$ cat src/design/msr_defines.svh
`ifndef MSR_DEFINES_SVH
`define MSR_DEFINES_SVH

// Register indices within the 32-entry management space
`define MSR_REG_CTRL 5'h00
`define MSR_REG_STATUS 5'h01
`define MSR_REG_IDENT_HIGH 5'h02
`define MSR_REG_IDENT_LOW 5'h03
`define MSR_REG_EXT_STATUS 5'h0f

// Control register bit positions; only reset, loopback and power-down are live
`define MSR_CTRL_RESET_BIT 15
`define MSR_CTRL_LOOPBACK_BIT 14
`define MSR_CTRL_SPEED_LSB_BIT 13
`define MSR_CTRL_AUTONEG_BIT 12
`define MSR_CTRL_POWER_DOWN_BIT 11
`define MSR_CTRL_ISOLATE_BIT 10
`define MSR_CTRL_RESTART_BIT 9
`define MSR_CTRL_DUPLEX_BIT 8
`define MSR_CTRL_COLLISION_BIT 7
`define MSR_CTRL_SPEED_MSB_BIT 6

// Reset and constant read values
`define MSR_CTRL_RESET_VALUE 16'h0140
`define MSR_CTRL_FIXED_ONES 16'h0140
`define MSR_CTRL_RSVD_MASK 16'h003f
`define MSR_STATUS_VALUE 16'h0101
`define MSR_EXT_STATUS_VALUE 16'h0000
`define MSR_UNMAPPED_VALUE 16'h0000

// Serial frame timing in management clock periods, opcodes, and synchroniser width in bits
`define MSR_PREAMBLE_LEN 6'd32
`define MSR_OP_READ 2'b10
`define MSR_OP_WRITE 2'b01
`define MSR_ADDR_LAST 6'd4
`define MSR_DATA_LAST 6'd15
`define MSR_SYNC_WIDTH 9

`endif

$ cat src/design/msr_pkg.sv
package msr_pkg;

    typedef logic [7:0] msr_chan_t;

    typedef enum logic [2:0] {
        FR_PREAMBLE,
        FR_START,
        FR_OPCODE,
        FR_PHY_ADDR,
        FR_REG_ADDR,
        FR_TURN,
        FR_DATA
    } msr_frame_t;

    // Pins after synchronisation
    typedef struct packed {
        logic mdc;
        logic mdio;
        logic reset_pin;
        logic loopback_pin;
        logic [4:0] phy_addr;
    } msr_pins_t;

    typedef struct packed {
        msr_frame_t fsm;
        logic [5:0] cnt;
        logic is_read;
        logic addr_hit;
        logic [4:0] phy;
        logic [4:0] reg_a;
        logic [15:0] shift;
        logic mdio_o;
        logic mdio_oe_n;
        logic mdc_prev;
        logic ctl_reset;
        logic ctl_loopback;
        logic ctl_power_down;
        logic wr_done;
    } msr_state_t;

endpackage

$ cat src/design/msr_sync.sv
`timescale 1ns/1ps
module msr_sync #(
    parameter int W = 1
) (
    input wire logic i_core_clk,
    input wire logic i_rst_n,
    input wire logic i_ce,
    input wire logic [W-1:0] i_async,
    output logic [W-1:0] o_sync
);
    typedef struct packed {
        logic [W-1:0] meta;
        logic [W-1:0] stable;
    } msr_sync_state_t;

    msr_sync_state_t st_q;
    msr_sync_state_t st_d;

    always_comb begin
        st_d = st_q;
        if (i_ce) begin
            st_d.meta = i_async;
            st_d.stable = st_q.meta;
        end
    end

    always_ff @(posedge i_core_clk or negedge i_rst_n) begin
        if (!i_rst_n) begin
            st_q <= '0;
        end else begin
            st_q <= st_d;
        end
    end

    assign o_sync = st_q.stable;
endmodule

$ cat src/design/msr_regs.sv
`timescale 1ns/1ps
`include "msr_defines.svh"
module msr_regs #(
    // Unique identifier bits 3..24, bit 3 in the msb; value is arbitrary
    parameter logic [21:0] P_ORG_UNIQUE_IDENTIFIER = 22'h2a5c31,
    // Model number; value is arbitrary
    parameter logic [5:0] P_MODEL = 6'h15,
    // Revision number; value is arbitrary
    parameter logic [3:0] P_REVISION = 4'h3
) (
    input wire logic i_core_clk,
    input wire logic i_rst_n,
    input wire logic i_ce,
    input wire logic i_mdc,
    input wire logic i_mdio,
    output logic o_mdio,
    output logic o_mdio_oe_n,
    input wire logic [4:0] i_phy_addr,
    input wire logic i_reset_pin,
    input wire logic i_loopback_pin,
    output logic o_global_reset,
    output msr_pkg::msr_chan_t o_chan_loopback,
    output logic o_power_down
);
    import msr_pkg::*;

    localparam msr_state_t ST_RESET = '{
        fsm: FR_PREAMBLE,
        cnt: 6'h00,
        is_read: 1'b0,
        addr_hit: 1'b0,
        phy: 5'h00,
        reg_a: 5'h00,
        shift: 16'h0000,
        mdio_o: 1'b0,
        mdio_oe_n: 1'b1,
        mdc_prev: 1'b0,
        ctl_reset: 1'b0,
        ctl_loopback: 1'b0,
        ctl_power_down: 1'b0,
        wr_done: 1'b0
    };

    msr_state_t st_q;
    msr_state_t st_d;
    msr_pins_t pins_s;
    logic mdc_rise;
    logic [15:0] wdata;
    logic [4:0] next_addr;

    msr_sync #(
        .W(`MSR_SYNC_WIDTH)
    ) u_sync (
        .i_core_clk(i_core_clk),
        .i_rst_n(i_rst_n),
        .i_ce(i_ce),
        .i_async({i_mdc, i_mdio, i_reset_pin, i_loopback_pin, i_phy_addr}),
        .o_sync(pins_s)
    );

    assign mdc_rise = pins_s.mdc && !st_q.mdc_prev;
    assign wdata = {st_q.shift[14:0], pins_s.mdio};
    assign next_addr = {st_q.reg_a[3:0], pins_s.mdio};

    function automatic logic [15:0] read_value(input logic [4:0] addr, input msr_state_t s);
        logic [15:0] v;
        v = `MSR_UNMAPPED_VALUE;
        case (addr)
            `MSR_REG_CTRL: begin
                // Fixed ones for duplex and speed msb, everything else not live is zero
                v = `MSR_CTRL_FIXED_ONES;
                v[`MSR_CTRL_RESET_BIT] = s.ctl_reset;
                v[`MSR_CTRL_LOOPBACK_BIT] = s.ctl_loopback;
                v[`MSR_CTRL_POWER_DOWN_BIT] = s.ctl_power_down;
            end
            `MSR_REG_STATUS: v = `MSR_STATUS_VALUE;
            `MSR_REG_IDENT_HIGH: v = P_ORG_UNIQUE_IDENTIFIER[21:6];
            `MSR_REG_IDENT_LOW: v = {P_ORG_UNIQUE_IDENTIFIER[5:0], P_MODEL, P_REVISION};
            `MSR_REG_EXT_STATUS: v = `MSR_EXT_STATUS_VALUE;
            default: v = `MSR_UNMAPPED_VALUE;
        endcase
        return v;
    endfunction

    // Frames are decoded on rising edges of the synchronised management clock
    always_comb begin
        st_d = st_q;
        if (i_ce) begin
            st_d.wr_done = 1'b0;
            st_d.mdc_prev = pins_s.mdc;
            if (mdc_rise) begin
                if (st_q.ctl_reset) begin
                    st_d.ctl_reset = 1'b0;
                end
                case (st_q.fsm)
                    FR_PREAMBLE: begin
                        if (pins_s.mdio) begin
                            if (st_q.cnt != `MSR_PREAMBLE_LEN) begin
                                st_d.cnt = st_q.cnt + 6'd1;
                            end
                        end else if (st_q.cnt == `MSR_PREAMBLE_LEN) begin
                            st_d.fsm = FR_START;
                            st_d.cnt = 6'd0;
                        end else begin
                            st_d.cnt = 6'd0;
                        end
                    end
                    FR_START: begin
                        st_d.cnt = 6'd0;
                        st_d.fsm = pins_s.mdio ? FR_OPCODE : FR_PREAMBLE;
                    end
                    FR_OPCODE: begin
                        st_d.shift = wdata;
                        if (st_q.cnt == 6'd0) begin
                            st_d.cnt = 6'd1;
                        end else begin
                            st_d.cnt = 6'd0;
                            st_d.is_read = (wdata[1:0] == `MSR_OP_READ);
                            if (wdata[1:0] == `MSR_OP_READ || wdata[1:0] == `MSR_OP_WRITE) begin
                                st_d.fsm = FR_PHY_ADDR;
                            end else begin
                                st_d.fsm = FR_PREAMBLE;
                            end
                        end
                    end
                    FR_PHY_ADDR: begin
                        st_d.phy = {st_q.phy[3:0], pins_s.mdio};
                        if (st_q.cnt == `MSR_ADDR_LAST) begin
                            st_d.addr_hit = ({st_q.phy[3:0], pins_s.mdio} == pins_s.phy_addr);
                            st_d.fsm = FR_REG_ADDR;
                            st_d.cnt = 6'd0;
                        end else begin
                            st_d.cnt = st_q.cnt + 6'd1;
                        end
                    end
                    FR_REG_ADDR: begin
                        st_d.reg_a = next_addr;
                        if (st_q.cnt == `MSR_ADDR_LAST) begin
                            st_d.shift = read_value(next_addr, st_q);
                            st_d.fsm = FR_TURN;
                            st_d.cnt = 6'd0;
                        end else begin
                            st_d.cnt = st_q.cnt + 6'd1;
                        end
                    end
                    FR_TURN: begin
                        // First turnaround bit stays released, the zero goes out for the second
                        if (st_q.cnt == 6'd0) begin
                            st_d.cnt = 6'd1;
                            if (st_q.is_read && st_q.addr_hit) begin
                                st_d.mdio_oe_n = 1'b0;
                                st_d.mdio_o = 1'b0;
                            end
                        end else begin
                            st_d.fsm = FR_DATA;
                            st_d.cnt = 6'd0;
                            if (st_q.is_read && st_q.addr_hit) begin
                                st_d.mdio_o = st_q.shift[15];
                                st_d.shift = {st_q.shift[14:0], 1'b0};
                            end
                        end
                    end
                    FR_DATA: begin
                        if (st_q.is_read) begin
                            if (st_q.cnt == `MSR_DATA_LAST) begin
                                st_d.mdio_oe_n = 1'b1;
                                st_d.mdio_o = 1'b0;
                                st_d.fsm = FR_PREAMBLE;
                                st_d.cnt = 6'd0;
                            end else begin
                                if (st_q.addr_hit) begin
                                    st_d.mdio_o = st_q.shift[15];
                                end
                                st_d.shift = {st_q.shift[14:0], 1'b0};
                                st_d.cnt = st_q.cnt + 6'd1;
                            end
                        end else begin
                            st_d.shift = wdata;
                            if (st_q.cnt == `MSR_DATA_LAST) begin
                                st_d.fsm = FR_PREAMBLE;
                                st_d.cnt = 6'd0;
                                st_d.wr_done = st_q.addr_hit;
                                // Only three control bits are writable; all else is dropped
                                if (st_q.addr_hit && st_q.reg_a == `MSR_REG_CTRL) begin
                                    st_d.ctl_reset = wdata[`MSR_CTRL_RESET_BIT];
                                    st_d.ctl_loopback = wdata[`MSR_CTRL_LOOPBACK_BIT];
                                    st_d.ctl_power_down = wdata[`MSR_CTRL_POWER_DOWN_BIT];
                                end
                            end else begin
                                st_d.cnt = st_q.cnt + 6'd1;
                            end
                        end
                    end
                    default: begin
                        st_d.fsm = FR_PREAMBLE;
                        st_d.cnt = 6'd0;
                    end
                endcase
            end
        end
    end

    always_ff @(posedge i_core_clk or negedge i_rst_n) begin
        if (!i_rst_n) begin
            st_q <= ST_RESET;
        end else begin
            st_q <= st_d;
        end
    end

    assign o_mdio = st_q.mdio_o;
    assign o_mdio_oe_n = st_q.mdio_oe_n;
    // Soft reset does not clear these registers, so the serial port stays usable
    assign o_global_reset = st_q.ctl_reset | pins_s.reset_pin;
    assign o_chan_loopback = {8{st_q.ctl_loopback | pins_s.loopback_pin}};
    // Power-down never gates the frame logic above
    assign o_power_down = st_q.ctl_power_down;

    // Checks
    logic ld_rd;
    logic wr_ctrl;
    assign ld_rd = i_ce && mdc_rise && st_q.fsm == FR_REG_ADDR && st_q.cnt == `MSR_ADDR_LAST;
    assign wr_ctrl = i_ce && mdc_rise && st_q.fsm == FR_DATA && !st_q.is_read
        && st_q.cnt == `MSR_DATA_LAST && st_q.addr_hit && st_q.reg_a == `MSR_REG_CTRL;
endmodule

$ cat config.mk
export PLATFORM = sky130hd
export DESIGN_NAME = msr_regs
export DESIGN_NICKNAME = d
export VERILOG_FILES = /design/src/design/msr_pkg.sv /design/src/design/msr_sync.sv /design/src/design/msr_regs.sv
export VERILOG_INCLUDE_DIRS = /design/src /design/src/design
export SDC_FILE = /design/constraint.sdc
export NUM_CORES = 1
export LEC_CHECK = 0
export BUFFER_PORTS_ARGS = -buffer_cell sky130_fd_sc_hd__clkbuf_2
export CELL_PAD_IN_SITES_DETAIL_PLACEMENT = 0
export CELL_PAD_IN_SITES_GLOBAL_PLACEMENT = 1
export CORE_MARGIN = 8
export CORE_UTILIZATION = 35
export DETAILED_ROUTE_END_ITERATION = 10
export GPL_TIMING_DRIVEN = 0
export PLACE_DENSITY = 0.7
export SYNTH_ARGS = -nofsm -noshare
export SYNTH_HDL_FRONTEND = slang
export SYNTH_SLANG_ARGS = --single-unit
$ cat constraint.sdc
create_clock -name i_core_clk -period 1.96 [get_ports i_core_clk]
set_input_delay 0.392 -clock i_core_clk [delete_from_list [all_inputs] [get_ports i_core_clk]]
set_output_delay 0.392 -clock i_core_clk [all_outputs]
set_load 0.1 [all_outputs]
==> reports/summary.txt, run 1 <==
port bufs - 23
grt total ovfl - 0
first drt pass iteration count - 4
Final Critical Period - 2.09 ns
Initial Util - 35.5%
Static Leakage - 1.63 nW
Worst slew margin - 44.1%
largest net degree at the start of global routing - 61
power per cell area - 1210 mW/mm²
Yosys warnings - 0
total CTS buffers - 9
Layout Utilization - 43.7%
max-cap violation count - 0
Hold Fails Final Rpt - 0
Syn Inst Count - 279
DIE HEIGHT - 109 µm
ratio of cells with drive above 1 in the final layout - 39.6%
EDFF count, synth - 0
Final Max Slew Viols - 0
Power Total - 4.56 mW
fillcell total - 837
post-synthesis sequential area ratio - 49.3%
nets in the synthesized netlist - 294
CP Cell Sequence - inv_1, ha_2, nor3b_4, a21o_1, a2111o_1, buf_6, nor2_4, mux2_4
initial antenna violation count - 0
area delta synth->final - 23.2%
Mapped Area - 0.00305 mm²
worst slew pin tran - 0.838 ns
status - complete, but fails checks
Critical Path Start Type - flop
worst hold path class - input pin to asynchronous set/reset pin
nets@finish - 338
Tcrit/Tclk final - 107%
Required @ worst endpoint - 2.19 ns
worst path arrival time - 2.32 ns
pre-CTS setup slack - -0.393 ns
CTS Sinks - 60
critical path class - flop to flop
Distinct cells, synth - 61
Seq cells post-synth - 60
die area - 0.0120 mm²
critical path fanouts, max - 5
Routed Antenna Nets - 0
number of global-route vias before repair - 2340
via count - 2279
Largest stage delay, worst path - 0.41 ns
core footprint - 0.00859 mm²
setup TNS - -0.861 ns
reg2reg path depth - 8
final setup vio count - 15
VDD IR max - 0.671 mV
Worst Skew - 0.0107 ns
Async SR Flop Fraction - 100%
failing checks - negative setup slack
H-tree levels - 3
CTS tree - built
dominant synthesized flop cell - dfrtp_1
overall routed net length - 6730 µm
unrepaired setup endpoints after global routing - yes
Storage cell area - 0.00150 mm²
Multi-input gate area - 0.00153 mm²
Via density - 5.23
Routed WL per cell - 15.4 µm
mean area per synthesized cell - 10.9 µm²
final setup margin - -0.129 ns
initial drt markers - 90
Diodes inserted - 0
GRT Total Usage - 12.3%
root buffer cell - clkbuf_8
placer's final routability congestion estimate - 0.775
HPWL after DPL - 4550 µm
drt drc - 0
global-route wire length before repair - 11500 µm
CP endpoint kind - flop
Skew-Pair Late Insertion Delay - 0.35 ns
number of cell rows - 34
Critical-path top delay cell - a2111o_1
dpl cells - 410
CTS clk-pin slew, worst paths - 0.07 ns
I/O pin total - 24
Finished Layout Cells - 436
clock tree buffer depth - 2
fmax - 479 MHz
chip width - 109 µm
[final cells by class]
class / count / area share, %
inverters: 9 / 0.899
plain buffers: 19 / 3.03
clock buffers: 12 / 4.13
clock inverters: 4 / 1.27
multi-input cells: 190 / 40.8
repair buffers: 34 / 6.33
well taps: 108 / 3.60
flip-flops and latches: 60 / 40.0
[report_power, final]
part	switching, mW	internal, mW	leakage [nW]
combinational	0.930	0.723	0.769
sequential	0.253	1.51	0.761
clock	0.494	0.652	0.102
[worst paths after layout]
| kind | from | to | slack, ns |
|---|---|---|---|
| max in group asynchronous | i_rst_n | st_q[19] | 1.24 |
| min in group i_core_clk | i_phy_addr[2] | u_sync.st_q[11] | 0.28 |
| setup reg to reg | st_q[35] | st_q[7] | -0.13 |
| hold / removal | i_rst_n | u_sync.st_q[10] | 0.16 |
| hold reg to reg | o_mdio_oe_n | o_mdio_oe_n | 0.49 |
| setup / recovery | st_q[35] | st_q[7] | -0.13 |
[layout by cell type, fill, tap and decap left out, drive strengths merged, types with 2 or more instances in the layout]
cell type	count
o211ai	3
a22o	5
o21ai	15
inv	9
clkinv	2
or3	3
o31ai	2
nor2	14
a21o	3
nand4	2
nand3	3
or2	5
o22ai	2
a21boi	2
nor3	6
nand2	23
o22a	2
xnor2	3
a31oi	3
and2	3
nor3b	4
clkbuf	35
dfrtp	59
ha	3
xor2	2
a31o	2
nand3b	3
mux2	31
nor4b	3
a21oi	17
mux2i	3
nor4	2
buf	30
nor2b	4
o2bb2ai	4
[critical path, delay by kind of cell (launching register included)]
family / cells / cell delay (ns)
multiplexers: 1 / 0.31
AO/OA/AOI/OAI: 2 / 0.58
adder cells (fa/ha/maj): 1 / 0.18
buffers and inverters: 2 / 0.21
flip-flops: 1 / 0.37
AND/OR/NAND/NOR: 2 / 0.32
[registers in the layout, indices dropped and copies added, names as in the netlist]
| signal | cells |
|---|---|
| next_addr | 4 |
| o_mdio | 1 |
| o_mdio_oe_n | 1 |
| o_power_down | 1 |
| st_q | 35 |
| u_sync.o_sync | 9 |
| u_sync.st_q | 9 |
[cells in the mapped netlist (4+ instances only)]
master,instances,area (µm²)
dfrtp_1,59,1480
mux2_2,30,338
nand2_1,23,86.3
a21oi_1,16,80.1
o21ai_0,15,75.1
nor2_1,13,48.8
inv_1,9,33.8
buf_4,7,52.6
clkbuf_1,6,22.5
nor3_1,6,30.0
a22o_1,5,43.8
buf_2,4,20.0
nor2b_1,4,25.0
o2bb2ai_1,4,35.0
[stage by stage]
step / hold slack [ns] / cell area [µm²]
floorplan: 0.0964 / 3080
global placement: 0.475 / 3330
detailed placement: 0.476 / 3330
CTS: 0.199 / 3670
global route: 0.255 / 3760
finish: 0.161 / 3760
[repair_timing]
item                       CTS  global route
buffers inserted             9             2
setup endpoints to repair   34            39
hold buffers                 0             0
gates resized for setup     21            26
pin swaps                    6             7
[layer usage]
metal / vias up / track usage [%] / part of all wire, %
met1: 1130 / 15.8 / 48
met4: 0 / 5.21 / 1.9
met2: 44 / 19.1 / 46
met3: 13 / 3.28 / 4.1
li1: 1092 / - / -
met5: - / 0 / 0
[logic make-up (layout without fill, tap and decap cells)]
group | Yosys count | after routing | synth area share [%]
simple gates | 79 | 79 | 14.7
compound gates | 69 | 69 | 16.2
flops | 60 | 60 | 49.3
mux | 34 | 34 | 12.6
buf+inv | 29 | 78 | 4.59
xor+xnor | 5 | 5 | 1.44
fa+ha+maj | 3 | 3 | 1.23
Power figures use the tool's default switching activity.
==> run 2: changes to the inputs <==
ABC_AREA = 1   (was default)
PLACE_DENSITY = 0.73   (was 0.7)
==> reports/summary.txt, run 2 <==
most frequent cell after synthesis - nand2_1
share of the synthesized area in the top cell type - 47.4% (-1.0 points)
Distinct cells, synth - 34 (-44%)
EDFF count, synth - 0 (unchanged)
overall routed net length - 6810 µm (+1.2%)
post-synthesis sequential area ratio - 48.2% (-1.0 points)
mean area per synthesized cell - 7.91 µm² (-28%)
Worst R2R Setup Slack - 0.14 ns (+0.27 ns)
Multi-input gate area - 0.00133 mm² (-13%)
final setup margin - 0.0691 ns (+0.198 ns)
Async SR Flop Fraction - 100% (unchanged)
worst hold path class - input pin to asynchronous set/reset pin
Worst Skew - 0.00752 ns (-0.00314 ns)
FF-to-FF End - st_q[19]
Required @ worst endpoint - 1.57 ns (-0.62 ns)
Routed WL per cell - 12.6 µm (-18%)
die area - 0.0122 mm² (+1.8%)
initial drt markers - 96 (+6.7%)
top cells by count, synth - 127 x nand2_1, 59 x dfrtp_1, 32 x inv_1, 32 x nor2_1, 29 x o21ai_0
power per cell area - 872 mW/mm² (-28%)
worst slew pin tran - 0.830 ns (-0.00803 ns)
root buffer cell - clkbuf_8
Largest register FFs - 35 (unchanged)
CTS Sinks - 60 (unchanged)
Final Critical Period - 1.89 ns (-0.198 ns)
Synth area leaders - dfrtp_1 47%, nand2_1 15%, o21ai_0 4.7%
Seq cells post-synth - 60 (unchanged)
Tcrit/Tclk final - 96.5% (-10 points)
Skew-Pair Late Insertion Delay - 0.34 ns (about the same)
Worst slew margin - 44.6% (+0.54 points)
VDD IR max - 0.471 mV (-30%)
ratio of cells with drive above 1 in the final layout - 19.9% (-20 points)
number of global-route vias before repair - 2538 (+8.5%)
initial antenna violation count - 0 (unchanged)
via count - 2527 (+11%)
CTS tree - built
H-tree levels - 3 (unchanged)
commonest cells after routing, fill and taps aside - 127 x nand2_1, 58 x dfrtp_1, 32 x inv_1, 32 x nor2_1, 29 x o21ai_0
nets in the synthesized netlist - 409 (+39%)
drt drc - 0 (unchanged)
total CTS buffers - 9 (unchanged)
CP endpoint kind - output port
area leader, netlist - dfrtp_1
critical path fanouts, max - 8 (+3)
Yosys warnings - 0 (unchanged)
chip width - 110 µm (+0.91%)
final setup vio count - 0 (-15)
reg2reg path depth - 10 (+2)
Critical-path top delay cell - dfrtp_1
R2R Path Start - st_q[35]
max-cap violation count - 0 (unchanged)
fmax - 529 MHz (+10%)
global-route wire length before repair - 12100 µm (+5.2%)
Storage cell area - 0.00150 mm² (about the same)
placer's final routability congestion estimate - 0.762 (-1.6%)
Initial Util - 35.9% (+0.40 points)
clock tree buffer depth - 2 (unchanged)
nets@finish - 442 (+31%)
Hold Fails Final Rpt - 0 (unchanged)
critical path class - flop to output port
Hold Slack - 0.160 ns (-0.000775 ns)
CTS clk-pin slew, worst paths - 0.08 ns (about the same)
setup TNS - 0 ns (+0.861 ns)
core footprint - 0.00868 mm² (+0.99%)
Critical Path Start Type - flop
HPWL after DPL - 4860 µm (+6.9%)
CP Cell Sequence - or2_2, clkbuf_2
GRT Total Usage - 12.7% (+0.43 points)
Power Total - 3.12 mW (-32%)
Static Leakage - 1.80 nW (+10%)
port bufs - 22 (-4.3%)
Via density - 4.68 (-10%)
largest net degree at the start of global routing - 61 (unchanged)
I/O pin total - 24 (unchanged)
Largest stage delay, worst path - 0.39 ns (-0.02 ns)
status - completed
DIE HEIGHT - 110 µm (+0.91%)
Diodes inserted - 0 (unchanged)
grt total ovfl - 0 (unchanged)
Routed Antenna Nets - 0 (unchanged)
dominant synthesized flop cell - dfrtp_1
Mapped Area - 0.00312 mm² (+2.1%)
worst path arrival time - 1.50 ns (-0.82 ns)
first drt pass iteration count - 4 (unchanged)
area delta synth->final - 15.0%
fillcell total - 943 (+13%)
most flop-heavy register - st_q
Syn Inst Count - 394 (+41%)
Final Max Slew Viols - 0 (unchanged)
most common cell after layout, fill and taps aside - nand2_1
number of cell rows - 34 (unchanged)
post-CTS setup repair buffer count - 0 (-9)
pre-CTS setup slack - 0.138 ns (+0.530 ns)
unrepaired setup endpoints after global routing - no
[run 2: cell type report]
type	count	share of cell area, %
Sequential cell	60	42.0
Multi-Input combinational cell	272	37.1
Inverter	46	4.82
Tap cell	108	3.77
Timing Repair Buffer	22	3.63
Clock buffer	10	3.56
Buffer	16	3.07
Clock inverter	6	2.03
[run 2: timing repair]
item,in CTS,in global routing
pin swaps,0,0
gates resized for setup,7,8
endpoints found under the setup margin,7,10
hold buffers,0,0
[run 2: cells by family (layout without fill, tap and decap cells)]
family / count (synthesis) / count (layout) / synth area share, %
compound gates: 49 / 49 / 8.55
xor+xnor: 5 / 5 / 1.41
simple gates: 211 / 211 / 30.1
flops: 60 / 60 / 48.2
mux: 4 / 4 / 1.41
fa+ha+maj: 3 / 3 / 1.20
buf+inv: 62 / 100 / 9.08
[run 2: how the worst max path moves through the flow]
stage / startpoint / endpoint / slack [ns]
finish: st_q[2] / o_chan_loopback[0] / 0.07
global route: st_q[35] / st_q[8] / 0.01
CTS: st_q[2] / o_chan_loopback[5] / 0.02
detailed placement: st_q[35] / st_q[16] / 0.14
global placement: st_q[35] / st_q[21] / 0.13
floorplan: st_q[2] / o_chan_loopback[1] / 0.32
[run 2: metrics by stage]
stage | utilization, % | instances | area, µm²
CTS | 41.3 | 540 | 3580
global route | 41.3 | 540 | 3580
floorplan | - | 394 | 3120
global placement | 38.7 | 524 | 3360
finish | 41.3 | 540 | 3580
detailed placement | 38.8 | 524 | 3360
[run 2: metal layers]
metal | global-route usage [%] | vias up | routed length (µm)
met2 | 19.2 | 46 | 2960
li1 | - | 1299 | -
met4 | 4.09 | 0 | 83
met1 | 17.0 | 1172 | 3540
met5 | 0 | - | 0
met3 | 3.84 | 10 | 229
[run 2: worst max-delay path: cells and delay by family (launching register included)]
family / cells / cell delay, ns
buffers and inverters: 1 / 0.39
DFF: 1 / 0.39
and+or+nand+nor: 1 / 0.37
[run 2: report_power, final]
part | total (mW) | internal (mW) | switching (mW)
clock network | 1.14 | 0.598 | 0.541
logic | 0.611 | 0.169 | 0.443
registers | 1.37 | 1.31 | 0.0636
total | 3.12 | 2.08 | 1.05
